$ cat src/design/line_mode_pkg.sv
package line_mode_pkg;

  // ==========================================================
  // register map
  localparam logic [5:0] soft_reset_addr = 6'h04;
  localparam logic [5:0] colour_cycle_reset_addr = 6'h05;
  localparam logic [5:0] line_mode_setup_addr = 6'h06;
  localparam logic [7:0] line_mode_setup_reset = 8'h00;
  localparam logic [7:0] read_zero = 8'h00;

  // ==========================================================
  // line_mode_setup field positions
  localparam int line_mode_sel_bit = 0;
  localparam int colour_cycle_en_bit = 1;
  localparam int manual_colour_lsb = 2;
  localparam int manual_colour_msb = 3;

  // ==========================================================
  // colour codes, shared by the single channel select and the gain mux
  localparam logic [1:0] colour_red = 2'h0;
  localparam logic [1:0] colour_green = 2'h1;
  localparam logic [1:0] colour_blue = 2'h2;
  localparam logic [1:0] colour_reserved = 2'h3;

endpackage : line_mode_pkg

$ cat src/design/line_by_line_colour_select_ctrl.sv
// The plain strobed port was chosen for this implementation.
`timescale 1ns/1ps
module line_by_line_colour_select_ctrl
  import line_mode_pkg::*;
(
  input wire logic clock,
  input wire logic sys_rst,
  input wire logic [5:0] reg_addr,
  input wire logic [7:0] reg_wdata,
  input wire logic reg_wr,
  input wire logic reg_rd,
  output logic [7:0] reg_rdata,
  input wire logic reset_sample_pin,
  input wire logic single_channel_mode_cfg,
  input wire logic [1:0] single_channel_sel_cfg,
  input wire logic clamp_switch_ctrl,
  input wire logic nibble_compat_mode,
  output logic soft_reset_pulse,
  output logic single_channel_mode,
  output logic [1:0] single_channel_sel,
  output logic green_amp_pd,
  output logic blue_amp_pd,
  output logic [1:0] gain_offset_sel,
  output logic clamp_switch_closed,
  output logic reset_sample_en
);

  // ==========================================================
  // state
  //
  // every output is a field of this struct, so each one leaves
  // straight from a flip-flop with no decode behind it
  typedef struct packed {
    // stored copy of the line mode setup register
    logic [7:0] setup;

    // auto-cycle position; red after any reset
    logic [1:0] cycle_colour;

    // previous pin sample, for rising edge detection
    logic pin_prev;

    // read data, standing only in the cycle after a read strobe
    logic [7:0] rdata;

    // one-cycle pulse that resets the cells outside this block
    logic soft_reset_pulse;

    // effective monochrome controls after line mode forcing
    logic single_channel_mode;
    logic [1:0] single_channel_sel;

    // amplifier power-down, high means powered down
    logic green_amp_pd;
    logic blue_amp_pd;

    // gain and offset set applied to the red input
    logic [1:0] gain_offset_sel;

    // clamp switch, high means closed
    logic clamp_switch_closed;

    // high while the pin is free for reset sampling
    logic reset_sample_en;
  } state_t;

  // state is the registered image, next_state its one-cycle lookahead
  state_t state;
  state_t next_state;

  // ==========================================================
  // helper functions
  //
  // small decoders shared by the next-state logic and the
  // register process

  // colour order of the auto-cycle; the reserved code falls back
  // to red so a corrupted counter recovers on the next pulse
  function automatic logic [1:0] next_colour(input logic [1:0] c);
    unique case (c)
      colour_red: begin
        next_colour = colour_green;
      end
      colour_green: begin
        next_colour = colour_blue;
      end
      default: begin
        next_colour = colour_red;
      end
    endcase
  endfunction : next_colour

  // a register write strobe aimed at one address
  function automatic logic write_hit(
    input logic wr,
    input logic [5:0] addr,
    input logic [5:0] target
  );
    write_hit = wr && (addr == target);
  endfunction : write_hit

  // a register read strobe aimed at one address
  function automatic logic read_hit(
    input logic rd,
    input logic [5:0] addr,
    input logic [5:0] target
  );
    read_hit = rd && (addr == target);
  endfunction : read_hit

  // manual colour code to gain set; reserved parks on red rather
  // than selecting an undefined set
  function automatic logic [1:0] manual_colour(input logic [1:0] m);
    unique case (m)
      colour_red: begin
        manual_colour = colour_red;
      end
      colour_green: begin
        manual_colour = colour_green;
      end
      colour_blue: begin
        manual_colour = colour_blue;
      end
      colour_reserved: begin
        manual_colour = colour_red;
      end
    endcase
  endfunction : manual_colour

  // line mode bit of a setup value
  function automatic logic setup_line_mode(input logic [7:0] s);
    setup_line_mode = s[line_mode_sel_bit];
  endfunction : setup_line_mode

  // cycle enable bit of a setup value
  function automatic logic setup_cycle_en(input logic [7:0] s);
    setup_cycle_en = s[colour_cycle_en_bit];
  endfunction : setup_cycle_en

  // manual colour field of a setup value
  function automatic logic [1:0] setup_manual(input logic [7:0] s);
    setup_manual = s[manual_colour_msb:manual_colour_lsb];
  endfunction : setup_manual

  // contents of every flip-flop after sys_rst, and after a soft reset but for pin_prev and soft_reset_pulse;
  // the pin starts out free for reset sampling
  function automatic state_t reset_state();
    state_t s;

    s = '0;
    s.setup = line_mode_setup_reset;
    s.cycle_colour = colour_red;
    s.gain_offset_sel = colour_red;
    s.single_channel_sel = colour_red;
    s.rdata = read_zero;
    s.reset_sample_en = 1'b1;
    reset_state = s;
  endfunction : reset_state

  // ==========================================================
  // next state
  always_comb begin
    logic line_mode;
    logic cycling;
    logic pin_rise;
    logic setup_write;
    logic cycle_reset_write;
    logic soft_reset_write;
    logic [1:0] manual;
    line_mode = 1'b0;
    cycling = 1'b0;
    pin_rise = 1'b0;
    setup_write = 1'b0;
    cycle_reset_write = 1'b0;
    soft_reset_write = 1'b0;
    manual = colour_red;
    next_state = state;

    // priority within one cycle, lowest first: setup write, colour
    // step, counter reset, soft reset; a later step overrides an
    // earlier one because each assigns the same copy

    // ========================================================
    // register writes
    setup_write = write_hit(reg_wr, reg_addr, line_mode_setup_addr);
    cycle_reset_write = write_hit(reg_wr, reg_addr,
      colour_cycle_reset_addr);
    soft_reset_write = write_hit(reg_wr, reg_addr, soft_reset_addr);

    // reserved bits are stored as written so software reads back
    // exactly what it wrote
    if (setup_write) begin
      next_state.setup = reg_wdata;
    end

    // ========================================================
    // mode decode
    //
    // decode from the freshly written setup so every output
    // follows a write within one cycle
    line_mode = setup_line_mode(next_state.setup);
    // cycle enable only counts in line mode
    cycling = line_mode && setup_cycle_en(next_state.setup);
    // the manual field is always decoded but used only where it may act
    manual = setup_manual(next_state.setup);

    // ========================================================
    // colour auto-cycle counter
    //
    // a pulse is the rising edge of the pin; a long high level
    // therefore steps only once
    pin_rise = reset_sample_pin && !state.pin_prev;
    next_state.pin_prev = reset_sample_pin;
    // the counter reset wins over a pulse in the same cycle
    if (cycle_reset_write) begin
      next_state.cycle_colour = colour_red;
    end else if (cycling && pin_rise) begin
      next_state.cycle_colour = next_colour(state.cycle_colour);
    end
    // the counter keeps its place while cycling is off, so a pause
    // does not lose the colour sequence; a reset write outside line
    // mode still returns the counter to red

    // ========================================================
    // monochrome forcing and power-down
    //
    // forced single_channel_mode on red keeps the internal timing right in line mode
    // outside line mode the raw fields pass straight through
    if (line_mode) begin
      next_state.single_channel_mode = 1'b1;
      next_state.single_channel_sel = colour_red;
    end else begin
      next_state.single_channel_mode = single_channel_mode_cfg;
      next_state.single_channel_sel = single_channel_sel_cfg;
    end
    // only the red path carries the signal in line mode
    next_state.green_amp_pd = line_mode;
    next_state.blue_amp_pd = line_mode;

    // ========================================================
    // gain and offset set for the red input
    if (cycling) begin
      // the counter chooses while the pin steps colours
      next_state.gain_offset_sel = next_state.cycle_colour;
    end else if (line_mode) begin
      // without cycling the manual field chooses
      next_state.gain_offset_sel = manual_colour(manual);
    end else begin
      // normal mode: the mux follows the single_channel_mode channel choice
      next_state.gain_offset_sel = next_state.single_channel_sel;
    end

    // ========================================================
    // clamp switch and reset sampling
    //
    // the pin is busy stepping colours while cycling, so it can
    // neither sample nor clamp then
    next_state.reset_sample_en = !cycling;
    if (cycling) begin
      if (!nibble_compat_mode) begin
        next_state.clamp_switch_closed = clamp_switch_ctrl;
      end else begin
        // clamp bit is ignored in nibble mode; the switch stays open
        next_state.clamp_switch_closed = 1'b0;
      end
    end else begin
      // limitation: the switch follows the pin one cycle late
      next_state.clamp_switch_closed = reset_sample_pin;
    end

    // ========================================================
    // read data
    //
    // the two trigger registers are write-only and read as zero;
    // unmapped addresses read as zero as well
    next_state.rdata = read_zero;
    if (read_hit(reg_rd, reg_addr, line_mode_setup_addr)) begin
      next_state.rdata = state.setup;
    end

    // ========================================================
    // soft reset
    //
    // the soft reset write beats everything else in its cycle
    // the pulse lasts exactly one cycle
    next_state.soft_reset_pulse = 1'b0;
    if (soft_reset_write) begin
      next_state = reset_state();
      // keep the pin history so a level held across the reset is
      // not taken for a fresh pulse
      next_state.pin_prev = reset_sample_pin;
      next_state.soft_reset_pulse = 1'b1;
    end
  end

  // ==========================================================
  // registers
  //
  // sys_rst loads the image of a soft reset write, but with pin_prev and soft_reset_pulse cleared
  always_ff @(posedge clock) begin
    if (sys_rst) begin
      state <= reset_state();
    end else begin
      state <= next_state;
    end
  end

  // ==========================================================
  // outputs
  //
  // no logic stands between a flip-flop and its pin

  // register port
  assign reg_rdata = state.rdata;

  // reset request to the rest of the device
  assign soft_reset_pulse = state.soft_reset_pulse;

  // effective monochrome settings
  assign single_channel_mode = state.single_channel_mode;
  assign single_channel_sel = state.single_channel_sel;

  // amplifier power
  assign green_amp_pd = state.green_amp_pd;
  assign blue_amp_pd = state.blue_amp_pd;

  // channel mux and clamp
  assign gain_offset_sel = state.gain_offset_sel;
  assign clamp_switch_closed = state.clamp_switch_closed;
  assign reset_sample_en = state.reset_sample_en;

endmodule : line_by_line_colour_select_ctrl

$ cat config.mk
export PLATFORM = sky130hd
export DESIGN_NAME = line_by_line_colour_select_ctrl
export DESIGN_NICKNAME = d
export VERILOG_FILES = /design/src/design/line_mode_pkg.sv /design/src/design/line_by_line_colour_select_ctrl.sv
export SDC_FILE = /design/constraint.sdc
export NUM_CORES = 1
export LEC_CHECK = 0
export BUFFER_PORTS_ARGS = -buffer_cell sky130_fd_sc_hd__buf_2
export CORE_MARGIN = 2
export CORE_UTILIZATION = 48
export DETAILED_ROUTE_END_ITERATION = 8
export PLACE_DENSITY = 0.78
export SKIP_LAST_GASP = 1
export SLEW_MARGIN = 30
export SYNTH_ARGS = -nofsm -noshare
export SYNTH_HDL_FRONTEND = slang
export SYNTH_SLANG_ARGS = --single-unit
$ cat constraint.sdc
create_clock -name clock -period 2.2 [get_ports clock]
set_input_delay 0.33 -clock clock [delete_from_list [all_inputs] [get_ports clock]]
set_output_delay 0.33 -clock clock [all_outputs]
set_load 0.005 [all_outputs]
# After elaboration in Yosys (flattened, before gate mapping)
# Index checks and enable logic that the tools add are counted.
[totals] word_cells=45 in_bits=24 regBits=28 output_inout_bits=18
[classes] eq_ne=7 bitwise=1 n_reduce_logical=14 mux=11
[ops] operator="$eq A6 B3 Y1 const B" count=3
[ops] operator="$mux W10" count=1
[ops] operator="$mux W2" count=4
[ops] operator="$logic_and A1 B1 Y1" count=7
[ops] operator="$pmux W2 S3" count=1
[ops] operator="$eq A2 B1 Y1 const B" count=2
[ops] operator="$eq A2 B2 Y1 const B" count=2
[ops] operator="$logic_not A2 Y1" count=2
[ops] operator="$mux W4" count=1
[ops] operator="$pmux W2 S2" count=1
[ops] operator="$reduce_or A2 Y1" count=2
[ops] operator="$mux W3" count=1
[ops] operator="$reduce_or A3 Y1" count=1
[ops] operator="$logic_not A1 Y1" count=2
[ops] operator="$mux W1" count=2
[ops] operator="$not A1 Y1" count=1

# Depth between registers and ports, before layout
[depth] word_depth=9 mapped_depth=6 mapped_depth_nobuf=5

# Worst setup path before layout
# Ideal clock, no wire load.
[synth_timing] path_kind="input-to-reg" startpoint="input port reg_addr[3]" endpoint="register state (netlist bit reset_sample_en)" setup_time_ps=127 path_slack_ps=138 arrival_time_ps=1935 path_stages=5 cell_sequence="or4b_4 -> or3_1 -> buf_6 -> mux2i_4 -> or3_1"
[synth_between] elab_chain_len=5 elab_cells_between_ends=8 cone_classes="eq/ne (2); mux (1); reduce/logical (5)"
[synth_rtl] item="from (decl)" line="line_by_line_colour_select_ctrl.sv:8" source="input wire logic [5:0] reg_addr,"
[synth_rtl] item="$eq A6 B3 Y1" line="line_by_line_colour_select_ctrl.sv:99" source="write_hit = wr && (addr == target);"
[synth_rtl] item="$logic_and A1 B1 Y1" line="line_by_line_colour_select_ctrl.sv:99"
[synth_rtl] item="$mux W4" line="line_by_line_colour_select_ctrl.sv:192" source="if (setup_write) begin"
[synth_rtl] item="$logic_and A1 B1 Y1" line="line_by_line_colour_select_ctrl.sv:203" source="cycling = line_mode && setup_cycle_en(next_state.setup);"
[synth_rtl] item="$logic_not A1 Y1" line="line_by_line_colour_select_ctrl.sv:258" source="next_state.reset_sample_en = !cycling;"
[synth_rtl] item="to (signal assigned)" line="line_by_line_colour_select_ctrl.sv:302" source="state <= reset_state();"
[synth_rtl] item="to (signal assigned)" line="line_by_line_colour_select_ctrl.sv:304" source="state <= next_state;"
[synth_rtl] item="to (decl)" line="line_by_line_colour_select_ctrl.sv:68" source="state_t state;"
# Parallel ways exist; a longest one is shown, timed or not.
# A chain may end at the register's enable or synchronous reset.

# Worst setup path after layout
[layout_timing] startpoint="input port reg_addr[3]" endpoint="register state (netlist bit gain_offset_sel[1])"
[layout_between] elab_chain_len=8 elab_cells_between_ends=21 cone_classes="eq/ne (6); mux (7); reduce/logical (8)"
[layout_rtl] item="$eq A6 B3 Y1" line="line_by_line_colour_select_ctrl.sv:99"
[layout_rtl] item="$logic_and A1 B1 Y1" line="line_by_line_colour_select_ctrl.sv:99"
[layout_rtl] item="$mux W4" line="line_by_line_colour_select_ctrl.sv:192"
[layout_rtl] item="$eq A2 B2 Y1, or another cell as far along" line="line_by_line_colour_select_ctrl.sv:114" source="unique case (m)"
[layout_rtl] item="$reduce_or A2 Y1 (no line) / $logic_and A1 B1 Y1 (equally long branches)"
[layout_rtl] item="$pmux W2 S3 / $mux W2 (equally long branches)" line="line_by_line_colour_select_ctrl.sv:114, line_by_line_colour_select_ctrl.sv:217"
[layout_rtl] item="$mux W2, on equally long branches" line="line_by_line_colour_select_ctrl.sv:245, line_by_line_colour_select_ctrl.sv:215"
[layout_rtl] item="$mux W2" line="line_by_line_colour_select_ctrl.sv:242" source="if (cycling) begin"
# Parallel ways exist; a longest one is shown, timed or not.

==> summary.md <==
| Metric | Value |
|---|---|
| Worst-path fanout max | `5` |
| Layout Cells excl Fill | `185` |
| Vias | `938` |
| Synth cell types | `31` |
| Post-DP HPWL | `1.77 mm` |
| Initial drt markers | `19` |
| All-Layer GR Usage | `18.5%` |
| Lkg Pwr | `0.659 nW` |
| Total Routed Length | `2.20 mm` |
| Placed Cells | `181` |
| Max Transition Viols Final | `0` |
| Critical Path Start Type | `input pin` |
| Period utilisation layout | `85.8%` |
| Clock sinks | `27` |
| Fin. Hold Viols | `0` |
| Clk_lat worst skew | `0.31 ns` |
| Die area | `0.00287 mm²` |
| Design Area, Final | `0.00136 mm²` |
| Post-route ant nets | `0` |
| Mapped Area | `0.00118 mm²` |
| Pwr/cell area | `568 mW/mm²` |
| Slew HR | `71.8%` |
| Gpl congestion | `0.913` |
| Skew final | `0.00182 ns` |
| Grt ovf | `0` |
| Commonest cells after routing, fill and taps aside | `buf_2 (41), dfxtp_1 (27), nor2_1 (15)` |
| Worst-margin pin slew | `0.423 ns` |
| Routed WL per cell | `11.9 µm` |
| Syn Area/Cell | `9.51 µm²` |
| CP Data Required Time | `2.40 ns` |
| Min Tclk post-route | `1.89 ns` |
| First-pass GRT wire length | `3.80 mm` |
| Boundary Pins | `42` |
| Vias in the first global route | `903` |
| Max clock buf depth | `2` |
| Min-Delay Path Class | `input pin to register` |
| # port buffers | `41` |
| Synth Warn # | `0` |
| Largest net degree at the start of global routing | `15` |
| Hold_buf cts | `0` |
| First-pass DRT Iterations | `4` |
| Top FF cell, synth | `dfxtp_1` |
| Core Rows | `17` |
| Final setup fails | `0` |
| Sequential share of the synthesized area | `45.9%` |
| Die Wd | `53.6 µm` |
| Fill cell total of the finished layout | `215` |
| Crit Path Category | `input pin to register` |
| Syn_nets | `148` |
| Share of cells above drive strength 1 | `34.4%` |
| Util after Layout | `59.8%` |
| Fmax achieved | `530 MHz` |
| Vias per cell | `5.07` |
| Syn Inst Count | `124` |
| CTS tree | `done` |
| Worst VDD drop | `322 µV` |
| Endpoint class of the critical path | `register` |
| FFs w/ async S/R, synth | `0%` |
| Worst-path clk slew | `0.14 ns` |
| DP Area | `0.00134 mm²` |
| Worst EP arrival | `2.09 ns` |
| Initial antenna violation count | `0` |
| Area growth syn-to-layout | `15.5%` |
| Status | `complete, no violations` |
| Num CTS Buffers | `3` |
| Antenna Cells | `0` |
| Die Ht | `53.6 µm` |
| Drt drc | `0` |
| Post-CTS setup repair buffer count | `0` |
| H-tree depth | `1` |
| Commonest non-fill, non-tap cell in the layout | `buf_2` |
| RSZ-0062 raised after global routing | `false` |
| Synthesis-stage register bit count | `27` |
| Max Cap Viol | `0` |
| Fin nets | `182` |
| Std-Cell Core Area | `0.00228 mm²` |
| PostCTS Resize Cnt | `0` |
| Post-synth EDFFs | `0` |
| Initial Util | `51.8%` |
| Root Buffer | `clkbuf_4` |
[worst max-delay path, stage by stage]
cell and delay (ns):
buf_2 0.10, or4b_4 0.55, buf_4 0.16, nor3_2 0.19
mux2i_1 0.34, mux2i_1 0.30, o22ai_1 0.12
[through the flow]
stage	power, mW	setup TNS [ns]	hold WS, ns	setup slack, ns
floorplan	0.541	0	0.402	0.138
global placement	0.576	0	0.434	0.0332
detailed placement	0.578	-0.0206	0.443	-0.0206
CTS	0.782	0	0.229	0.325
global route	0.812	0	0.229	0.250
finish	0.773	0	0.237	0.312
[registers in the layout, indices dropped and copies added (netlist names)]
| signal | cells |
|---|---|
| soft_reset_pulse | 1 |
| clamp_switch_closed | 1 |
| gain_offset_sel | 2 |
| reg_rdata | 8 |
| reset_sample_en | 1 |
| single_channel_mode | 1 |
| state | 11 |
| single_channel_sel | 2 |
[final timing paths]
check                                                       to  slack, ns               startpoint  cells past startpoint
worst max-delay path             gain_offset_sel[1]$_SDFF_PP0_       0.31              reg_addr[3]                      7
worst min-delay path            single_channel_mode$_SDFF_PP0_       0.24  single_channel_mode_cfg                      3
worst max register to register   gain_offset_sel[1]$_SDFF_PP0_       0.65     state[21]$_SDFF_PP0_                      4
worst min register to register         reg_rdata[6]$_SDFF_PP0_       0.47   state[27]$_SDFFE_PP0N_                      1
[Yosys cell counts (2+ instances only)]
cell | n | area (µm²)
o22ai_1 | 2 | 12.5
and2_1 | 8 | 50.1
and3_1 | 2 | 12.5
clkbuf_1 | 2 | 7.51
buf_4 | 13 | 97.6
dfxtp_1 | 27 | 541
nor2_1 | 15 | 56.3
or3_1 | 3 | 18.8
mux2i_1 | 12 | 120
nor2b_1 | 4 | 25.0
a21oi_1 | 2 | 10.0
nand2_1 | 7 | 26.3
nor3_1 | 3 | 15.0
or2_2 | 2 | 12.5
inv_1 | 4 | 15.0
nand3_1 | 3 | 15.0
[cell families (layout without fill, tap and decap cells)]
kind of cell	count (synthesis)	in the layout	synth area share (%)
AOI/OAI and AO/OA	12	12	7.22
and+or+nand+nor	51	51	23.2
buffers and inverters	21	54	11.6
muxes	13	13	12.1
DFF	27	27	45.9
[metal layers]
layer  wire [µm]  GRT usage (%)  vias to the layer above
li1            -              -                      472
met1         913           23.0                      421
met2        1110           31.7                       43
met3         164           3.33                        2
met4          12           7.26                        0
met5           0              0                        -
[power breakdown]
group	switching [mW]	internal, mW	total, mW	leakage, nW
Combinational	0.0335	0.0349	0.0684	0.424
Sequential	0.00201	0.497	0.499	0.219
Clock	0.135	0.0708	0.206	0.0150
[layout make-up]
cell class	count	area (µm²)	area share [%]
flip-flops and latches	27	541	39.7
multi-input cells	76	502	36.9
repair buffers	46	243	17.8
well taps	28	35.0	2.57
clock buffers	4	26.3	1.93
inverters	4	15.0	1.10
(Power assumes the default switching activity.)
